[src/hdl/radio_mode_irq_enable_regs_cfg.svh]
// Constants for the radio mode and interrupt enable register group.
// Assumes it is included by its bare name from hdl/.
`ifndef RADIO_MODE_IRQ_ENABLE_REGS_CFG_SVH
`define RADIO_MODE_IRQ_ENABLE_REGS_CFG_SVH

// ----------------------------------------
// Register indices (byte address is four times the index)
// ----------------------------------------
`define IDX_IRQ_ENABLE_SECOND   8'h06
`define IDX_MODE_CONTROL_FIRST  8'h07
`define IDX_MODE_CONTROL_SECOND 8'h08
`define IDX_CRYSTAL_LOAD_TRIM   8'h09

// ----------------------------------------
// Reset values
// ----------------------------------------
`define RST_IRQ_ENABLE_SECOND   8'h03
`define RST_MODE_CONTROL_FIRST  8'h01
`define RST_MODE_CONTROL_SECOND 8'h00
`define RST_CRYSTAL_LOAD_TRIM   8'h7F

// ----------------------------------------
// Field positions: mode control first
// ----------------------------------------
`define MC1_SOFT_RESET   7
`define MC1_LOW_BATT_EN  6
`define MC1_WAKE_TMR_EN  5
`define MC1_SLOW_OSC_SEL 4
`define MC1_TX_ON        3
`define MC1_RX_ON        2
`define MC1_SYNTH_ON     1
`define MC1_XTAL_ON      0

// ----------------------------------------
// Field positions: mode control second and trim
// ----------------------------------------
`define MC2_ANT_DIV_HI   7
`define MC2_ANT_DIV_LO   5
`define MC2_MULTI_PKT    4
`define MC2_AUTO_TX      3
`define MC2_LOW_DUTY_EN  2
`define MC2_RX_FIFO_CLR  1
`define MC2_TX_FIFO_CLR  0
`define TRIM_COARSE      7
`define IEN_WRITABLE_HI  4

`endif

[src/hdl/radio_mode_irq_enable_regs_pkg.sv]
// Types shared by the radio mode and interrupt enable register group.
// Assumes nothing of its surroundings.
package radio_mode_irq_enable_regs_pkg;
  typedef logic [7:0] reg8_t;
  typedef logic [2:0] ant_code_t;
endpackage : radio_mode_irq_enable_regs_pkg

[src/hdl/radio_mode_irq_enable_regs.sv]
// Radio mode control, second interrupt enable and crystal trim registers.
// Assumes a classic Wishbone master and radio core logic on clk_i.
`include "radio_mode_irq_enable_regs_cfg.svh"
`timescale 1ns/10ps
`default_nettype none

module radio_mode_irq_enable_regs #(
  parameter int ADDR_W = 8
) (
  // Clock and reset
  input  wire logic                clk_i,
  input  wire logic                rst_i,
  // Wishbone slave
  input  wire logic                cyc_i,
  input  wire logic                stb_i,
  input  wire logic                we_i,
  input  wire logic [ADDR_W-1:0]   adr_i,
  input  wire logic [3:0]          sel_i,
  input  wire logic [31:0]         dat_i,
  output logic      [31:0]         dat_o,
  output logic                     ack_o,
  // Radio core status and events
  input  wire logic [7:0]          irq_status_i,
  input  wire logic                preamble_det_mode_i,
  input  wire logic                fifo_mode_i,
  input  wire logic                packet_sent_i,
  input  wire logic                packet_valid_i,
  input  wire logic                tx_data_started_i,
  input  wire logic                unmod_carrier_i,
  input  wire logic                tx_fifo_almost_full_i,
  input  wire logic                diversity_ant_sel_i,
  // Controls to the radio core
  output logic                     irq_n_o,
  output logic                     soft_reset_o,
  output logic                     low_batt_detect_en_o,
  output logic                     wake_timer_en_o,
  output logic                     slow_osc_source_sel_o,
  output logic                     tx_on_o,
  output logic                     rx_on_o,
  output logic                     synth_idle_en_o,
  output logic                     xtal_en_o,
  output logic                     diversity_en_o,
  output logic                     diversity_beacon_o,
  output logic                     multi_packet_o,
  output logic                     auto_tx_o,
  output logic                     low_duty_en_o,
  output logic                     receive_fifo_clear_o,
  output logic                     transmit_fifo_clear_o,
  output logic [6:0]               xtal_trim_fine_o,
  output logic                     xtal_trim_coarse_o,
  // Antenna select pins
  output logic                     ant1_o,
  output logic                     ant2_o
);

  // ----------------------------------------
  // Elaboration checks
  // ----------------------------------------
  // The highest register sits at byte 0x24, so fewer address bits cannot decode it
  if (ADDR_W < 6) begin : g_addr_check
    $error("ADDR_W too small for register map");
  end

  // ----------------------------------------
  // Address decode
  // ----------------------------------------
  function automatic logic addr_hit(input logic [ADDR_W-1:0] a, input logic [7:0] idx);
    logic [9:0] byte_addr;
    byte_addr = {idx, 2'b00};
    return a == ADDR_W'(byte_addr);
  endfunction : addr_hit

  logic ack_reg;
  logic [31:0] dat_reg;

  wire       bus_new   = cyc_i & stb_i & ~ack_reg;
  wire       wr_stb    = bus_new & we_i & sel_i[0];
  wire       hit_ien   = addr_hit(adr_i, `IDX_IRQ_ENABLE_SECOND);
  wire       hit_mc1   = addr_hit(adr_i, `IDX_MODE_CONTROL_FIRST);
  wire       hit_mc2   = addr_hit(adr_i, `IDX_MODE_CONTROL_SECOND);
  wire       hit_trim  = addr_hit(adr_i, `IDX_CRYSTAL_LOAD_TRIM);
  wire       wr_ien    = wr_stb & hit_ien;
  wire       wr_mc1    = wr_stb & hit_mc1;
  wire       wr_mc2    = wr_stb & hit_mc2;
  wire       wr_trim   = wr_stb & hit_trim;
  wire [7:0] wd        = dat_i[7:0];
  wire [6:0] wd_fine   = dat_i[6:0];

  // ----------------------------------------
  // Register storage
  // ----------------------------------------
  logic [4:0] ien_reg;
  radio_mode_irq_enable_regs_pkg::reg8_t mc1_reg;
  radio_mode_irq_enable_regs_pkg::reg8_t mc2_reg;
  radio_mode_irq_enable_regs_pkg::reg8_t trim_reg;

  localparam radio_mode_irq_enable_regs_pkg::reg8_t IEN_RST  = `RST_IRQ_ENABLE_SECOND;
  localparam radio_mode_irq_enable_regs_pkg::reg8_t MC1_RST  = `RST_MODE_CONTROL_FIRST;
  localparam radio_mode_irq_enable_regs_pkg::reg8_t MC2_RST  = `RST_MODE_CONTROL_SECOND;
  localparam radio_mode_irq_enable_regs_pkg::reg8_t TRIM_RST = `RST_CRYSTAL_LOAD_TRIM;

  // Soft reset never stores, so its bit always reads back as zero
  wire sw_rst    = wr_mc1 & wd[`MC1_SOFT_RESET];
  wire any_rst   = rst_i | sw_rst;

  // Upper enables follow the preamble detect mode and cannot be written
  wire [7:0] en_vec = {{3{preamble_det_mode_i}}, ien_reg};

  // ----------------------------------------
  // Transmit and receive on
  // ----------------------------------------
  wire tx_cur      = mc1_reg[`MC1_TX_ON];
  wire rx_cur      = mc1_reg[`MC1_RX_ON];
  wire multi_pkt   = mc2_reg[`MC2_MULTI_PKT];
  wire auto_tx     = mc2_reg[`MC2_AUTO_TX];
  // Abort of a frame with nothing sent yet is honoured only on a plain carrier
  wire abort_ok    = tx_data_started_i | unmod_carrier_i;
  wire auto_set    = auto_tx & tx_fifo_almost_full_i;
  wire tx_hw_clr   = fifo_mode_i & packet_sent_i;
  wire rx_hw_clr   = packet_valid_i & ~multi_pkt;
  wire tx_sw_val   = wd[`MC1_TX_ON] | (tx_cur & ~abort_ok);
  // A software write wins, then the automatic start, then the hardware clear
  wire tx_next     = wr_mc1 ? tx_sw_val :
                     auto_set ? 1'b1 :
                     tx_hw_clr ? 1'b0 : tx_cur;
  wire rx_next     = wr_mc1 ? wd[`MC1_RX_ON] :
                     rx_hw_clr ? 1'b0 : rx_cur;
  wire [7:0] mc1_next = wr_mc1 ? {1'b0, wd[6:4], tx_next, rx_next, wd[1:0]}
                               : {1'b0, mc1_reg[6:4], tx_next, rx_next, mc1_reg[1:0]};

  // ----------------------------------------
  // FIFO clear sequence
  // ----------------------------------------
  // Clear fires on the second write, which returns a stored one to zero
  wire rxf_clr = wr_mc2 & mc2_reg[`MC2_RX_FIFO_CLR] & ~wd[`MC2_RX_FIFO_CLR];
  wire txf_clr = wr_mc2 & mc2_reg[`MC2_TX_FIFO_CLR] & ~wd[`MC2_TX_FIFO_CLR];

  // ----------------------------------------
  // Antenna selection
  // ----------------------------------------
  radio_mode_irq_enable_regs_pkg::ant_code_t ant_code;
  assign ant_code = mc2_reg[`MC2_ANT_DIV_HI:`MC2_ANT_DIV_LO];
  wire radio_busy = tx_cur | rx_cur;
  wire ant_fixed1 = ant_code[2] ? diversity_ant_sel_i : ant_code[0];
  wire ant_idle   = ant_code[2] ? ant_code[0] : ant_code[1];
  wire ant1_next  = radio_busy ? ant_fixed1 : ant_idle;
  wire ant2_next  = radio_busy ? ~ant_fixed1 : ant_idle;

  // ----------------------------------------
  // Interrupt gate
  // ----------------------------------------
  // Each source reaches the pin only while its enable and status are both high
  wire irq_any = |(irq_status_i & en_vec);

  // ----------------------------------------
  // Read mux
  // ----------------------------------------
  wire [7:0] rd_byte = hit_ien  ? en_vec :
                       hit_mc1  ? mc1_reg :
                       hit_mc2  ? mc2_reg :
                       hit_trim ? trim_reg : 8'h00;

  // ----------------------------------------
  // Bus response
  // ----------------------------------------
  // One wait-free answer: ack follows the request by one edge, unmapped reads zero
  always_ff @(posedge clk_i) begin
    if (rst_i) begin
      ack_reg <= 1'b0;
      dat_reg <= 32'h0000_0000;
    end else begin
      ack_reg <= bus_new;
      if (bus_new && !we_i) begin
        dat_reg <= {24'h00_0000, rd_byte};
      end
    end
  end

  // ----------------------------------------
  // Register updates
  // ----------------------------------------
  always_ff @(posedge clk_i) begin
    if (any_rst) begin
      ien_reg  <= IEN_RST[`IEN_WRITABLE_HI:0];
      mc1_reg  <= MC1_RST;
      mc2_reg  <= MC2_RST;
      trim_reg <= TRIM_RST;
    end else begin
      mc1_reg <= mc1_next;
      if (wr_ien) begin
        ien_reg <= wd[`IEN_WRITABLE_HI:0];
      end
      if (wr_mc2) begin
        mc2_reg <= wd;
      end
      if (wr_trim) begin
        trim_reg <= wd;
      end
    end
  end

  // ----------------------------------------
  // Pulses, interrupt pin and antenna pins
  // ----------------------------------------
  logic soft_rst_reg;
  logic rxf_clr_reg;
  logic txf_clr_reg;
  logic irq_n_reg;
  logic ant1_reg;
  logic ant2_reg;

  always_ff @(posedge clk_i) begin
    if (rst_i) begin
      soft_rst_reg <= 1'b0;
      rxf_clr_reg  <= 1'b0;
      txf_clr_reg  <= 1'b0;
      irq_n_reg    <= 1'b1;
      ant1_reg     <= 1'b0;
      ant2_reg     <= 1'b0;
    end else begin
      soft_rst_reg <= sw_rst;
      rxf_clr_reg  <= rxf_clr;
      txf_clr_reg  <= txf_clr;
      irq_n_reg    <= ~irq_any;
      ant1_reg     <= ant1_next;
      ant2_reg     <= ant2_next;
    end
  end

  // ----------------------------------------
  // Output assignment
  // ----------------------------------------
  assign ack_o                 = ack_reg;
  assign dat_o                 = dat_reg;
  assign irq_n_o               = irq_n_reg;
  assign soft_reset_o          = soft_rst_reg;
  assign low_batt_detect_en_o  = mc1_reg[`MC1_LOW_BATT_EN];
  assign wake_timer_en_o       = mc1_reg[`MC1_WAKE_TMR_EN];
  assign slow_osc_source_sel_o = mc1_reg[`MC1_SLOW_OSC_SEL];
  assign tx_on_o               = tx_cur;
  assign rx_on_o               = rx_cur;
  assign synth_idle_en_o       = mc1_reg[`MC1_SYNTH_ON];
  assign xtal_en_o             = mc1_reg[`MC1_XTAL_ON];
  assign diversity_en_o        = ant_code[2];
  assign diversity_beacon_o    = ant_code[2] & ant_code[1];
  assign multi_packet_o        = multi_pkt;
  assign auto_tx_o             = auto_tx;
  assign low_duty_en_o         = mc2_reg[`MC2_LOW_DUTY_EN];
  assign receive_fifo_clear_o  = rxf_clr_reg;
  assign transmit_fifo_clear_o = txf_clr_reg;
  assign xtal_trim_fine_o      = trim_reg[6:0];
  assign xtal_trim_coarse_o    = trim_reg[`TRIM_COARSE];
  assign ant1_o                = ant1_reg;
  assign ant2_o                = ant2_reg;

  // ----------------------------------------
  // Assertions
  // ----------------------------------------
  // Write data of the previous edge, so checks can see what a write stored
  logic [7:0] wd_last;
  always_ff @(posedge clk_i) begin
    wd_last <= wd;
  end
endmodule : radio_mode_irq_enable_regs

`default_nettype wire

[config.mk]
export PLATFORM = sky130hd
export DESIGN_NAME = radio_mode_irq_enable_regs
export DESIGN_NICKNAME = d
export VERILOG_FILES = /design/src/hdl/radio_mode_irq_enable_regs_pkg.sv /design/src/hdl/radio_mode_irq_enable_regs.sv
export VERILOG_INCLUDE_DIRS = /design/src /design/src/hdl
export SDC_FILE = /design/constraint.sdc
export NUM_CORES = 1
export LEC_CHECK = 0
export CAP_MARGIN = 5
export CORE_ASPECT_RATIO = 1.5
export CORE_MARGIN = 5
export CORE_UTILIZATION = 65
export CTS_BUF_LIST = sky130_fd_sc_hd__clkbuf_8
export CTS_CLUSTER_SIZE = 10
export DETAILED_ROUTE_END_ITERATION = 6
export DONT_BUFFER_PORTS = 1
export GPL_TIMING_DRIVEN = 0
export PLACE_DENSITY = 0.81
export SLEW_MARGIN = 20
export SYNTH_ARGS = -nofsm -noshare
export SYNTH_HDL_FRONTEND = slang
export SYNTH_SLANG_ARGS = --single-unit
[constraint.sdc]
create_clock -name clk_i -period 3 [get_ports clk_i]
set_input_delay 0.45 -clock clk_i [delete_from_list [all_inputs] [get_ports clk_i]]
set_output_delay 0.45 -clock clk_i [all_outputs]
set_load 0.02 [all_outputs]
==> impl_metrics.ini <==
[global_route]
grt_start_max_net_pins = 14
first_global_vias = 1748
antenna_violations_before_repair = 0
global_route.usage.total_pct = 24.9
global_route_wire_length_before_repair_mm = 8.50
globalRouteOverflowTotal = 0

[clock_network]
post_cts.resized_instances = 0
cts_max_path_buffers = 2
cts.root.buffer_cell = sky130_fd_sc_hd__clkbuf_8
cts_tree = yes
clock_insertion_delay_worst_skew_ns = 0.31
clkTransAtPathRegs_ns = 0.08
cts_setup_buffers = 0
cts_hold_buffers = 0
cts.sink_count = 43
cts_max_level = 2
cts-buffers-inserted = 5

[timing]
unrepaired_setup_endpoints_after_global_routing = no
max_slew_margin_pct = 42.2
fin_skew_ns = 0.00448
fin_setup_tns_ns = 0
fin_ws_ns = 0.744
layout_worst_path_cycle_share_pct = 75.2
final_max_slew_viol_count = 0
fmax_ghz = 0.443
hold_viol_final = 0
worstMarginPinSlew_ns = 0.861
final_setup_viols = 0
period_needed_ns = 2.26

[setup_path]
worst-endpoint-required_ns = 3.23
endpoint_kind = flip-flop
critPathMaxFanout = 9
critPathLaunchType = input pin
crit_arrival_ns = 2.49
path_class = in2reg

[route]
via_count = 1756
initialDrtViolationCount = 66
via_per_inst = 5.78
route.met2.wl_mm = 2.89
topRoutingLayerUsed = met4
postRouteAntennaNets = 0
drt_drc_violations_left = 0
wire_per_inst_um = 18.3
detail_route.first_pass.iterations = 4
wl_met3_um = 638
route.final.wire_length_mm = 5.55
drt-met1-wl_mm = 1.85

[yosys]
postSynth.asyncResetShare_pct = 0
synthTopCellsByArea = sky130_fd_sc_hd__dfxtp_1 41%, sky130_fd_sc_hd__mux2i_1 14%, sky130_fd_sc_hd__buf_4 8.5%
syn_area_um2 = 2120
yosys.cell_types.count = 43
yosys_warnings = 0
post_synth_inst_count = 233
synth_enable_flop_cells = 0
cell_type_with_the_highest_aggregate_area_in_the_netlist = sky130_fd_sc_hd__dfxtp_1
synth.ff_latch_count = 43
yosysTopAreaCellShare_pct = 40.7
postSynthAreaPerCell_um2 = 9.09
dominantRegCellSynth = sky130_fd_sc_hd__dfxtp_1
sequential_element_share_of_the_synthesized_area_pct = 40.7

[floorplan]
die_w_um = 56.6
design.die.area_um2 = 4520
die_h_um = 79.9
start_util_pct = 67.0
row_count = 25
top_level_ports = 124
floorplan.core_area_um2 = 3160

[pwr]
leakage_dissipation_nw = 0.934
p_int_mw = 0.884
power_mw = 1.16
worst_ir_drop_vdd_mv = 0.441
combPwrFrac_pct = 9.1
power_frac_clock_pct = 41.0
p_seq_share_pct = 49.9
swShare_pct = 24.0
netSwitchingPower_mw = 0.279
power_per_cell_area_nw_per_um2 = 491

[flow_run]
cap_viol_max_count = 0

[placed_design]
dp_hpwl_mm = 4.10
finalWeightedCongestion = 0.836
setup_slack_at_placement_ns = 0.462
placement.io_buffers = 0
area_post_placement_um2 = 2250

[finish]
multi_input_combinational_cell_area_um2 = 1080
num-fill-cells = 249
antenna_cells = 0
design.final.nets = 328
post_route_cells_drive_above_1_share_pct = 16.7
syn2layout_area_growth_pct = 12.0
register_area_um2 = 861
final_instance_area_um2 = 2370
post-route-util_pct = 75.0

[hold_path]
hold_path.class = in2reg

[status]
outcome = finished, final reports clean
-- power groups by stage --
stage          clock [mW]  sequential, mW  combinational (mW)
5_1_grt             0.501           0.581               0.115
3_5_place_dp            0           0.594               0.103
6_report            0.477           0.580               0.106
2_1_floorplan           0           0.593              0.0911
4_1_cts             0.474           0.580               0.104
3_3_place_gp            0           0.594               0.103
-- worst max-delay path, stage by stage --
cell,delay [ns]
sky130_fd_sc_hd__clkbuf_1,0.34
sky130_fd_sc_hd__nand4_1,0.25
sky130_fd_sc_hd__nor4_2,0.79
sky130_fd_sc_hd__a21oi_1,0.47
sky130_fd_sc_hd__o211ai_1,0.19
-- Yosys cell counts, types with 2 or more instances --
cell type	n
sky130_fd_sc_hd__a22oi_1	6
sky130_fd_sc_hd__mux2i_1	29
sky130_fd_sc_hd__or4_4	2
sky130_fd_sc_hd__nor4_1	3
sky130_fd_sc_hd__nor3_1	2
sky130_fd_sc_hd__o211ai_1	2
sky130_fd_sc_hd__clkbuf_1	7
sky130_fd_sc_hd__nor4bb_1	2
sky130_fd_sc_hd__a211oi_1	3
sky130_fd_sc_hd__buf_2	3
sky130_fd_sc_hd__a311oi_1	3
sky130_fd_sc_hd__o22ai_1	7
sky130_fd_sc_hd__nand3b_1	7
sky130_fd_sc_hd__inv_1	5
sky130_fd_sc_hd__a21oi_1	8
sky130_fd_sc_hd__buf_6	2
sky130_fd_sc_hd__nor2_1	29
sky130_fd_sc_hd__nand2_1	17
sky130_fd_sc_hd__nor4_2	2
sky130_fd_sc_hd__dfxtp_1	43
sky130_fd_sc_hd__nand2b_1	2
sky130_fd_sc_hd__nand3_1	5
sky130_fd_sc_hd__buf_4	24
-- path summary, 6_finish.rpt --
| kind | end | slack, ns | startpoint | cells after the start |
|---|---|---|---|---|
| worst max-delay path | trim_reg[5]$_SDFFE_PP1P_ | 0.74 | adr_i[2] | 5 |
| worst max register to register | trim_reg[5]$_SDFFE_PP1P_ | 0.83 | ack_o$_SDFF_PP0_ | 4 |
| worst min register to register | receive_fifo_clear_o$_SDFF_PP0_ | 0.50 | mc2_reg[1]$_SDFFE_PP0N_ | 1 |
| worst min-delay path | receive_fifo_clear_o$_SDFF_PP0_ | 0.22 | dat_i[1] | 1 |
-- routing by layer --
metal | vias to the layer above | global-route usage (%)
met2 | 81 | 42.8
li1 | 840 | -
met3 | 18 | 10.5
met4 | 0 | 14.7
met1 | 817 | 24.6
met5 | - | 0
-- kinds of logic after synthesis --
kind of cell,count (synthesis),share of synthesized area (%)
DFF,43,40.7
AOI/OAI and AO/OA,38,12.5
muxes,30,14.2
other,1,0.177
buffers and inverters,42,12.6
and+or+nand+nor,79,19.9
-- through the flow --
step	hold slack, ns	std cells
global placement	0.467	296
detailed placement	0.487	296
global route	0.209	304
floorplan	0.456	256
CTS	0.221	304
finish	0.220	304
-- placed cells by master, fill, tap and decap left out, drive strengths merged, types with 3 or more instances in the layout --
| cell type | count |
|---|---|
| a22oi | 6 |
| o22ai | 7 |
| inv | 5 |
| nand2 | 17 |
| dfxtp | 43 |
| nor2 | 29 |
| conb | 24 |
| mux2i | 29 |
| nand3b | 7 |
| a211oi | 3 |
| buf | 30 |
| clkbuf | 13 |
| a21oi | 8 |
| nand3 | 5 |
| nor4 | 5 |
| a311oi | 3 |
-- final cells by class --
class,count,share of cell area [%]
plain buffers,37,10.4
clock inverters,2,1.48
flip-flops and latches,43,36.3
well taps,40,2.11
multi-input cells,171,45.4
clock buffers,6,3.48
inverters,5,0.792
Note: power is estimated with default switching activity, not from simulation.
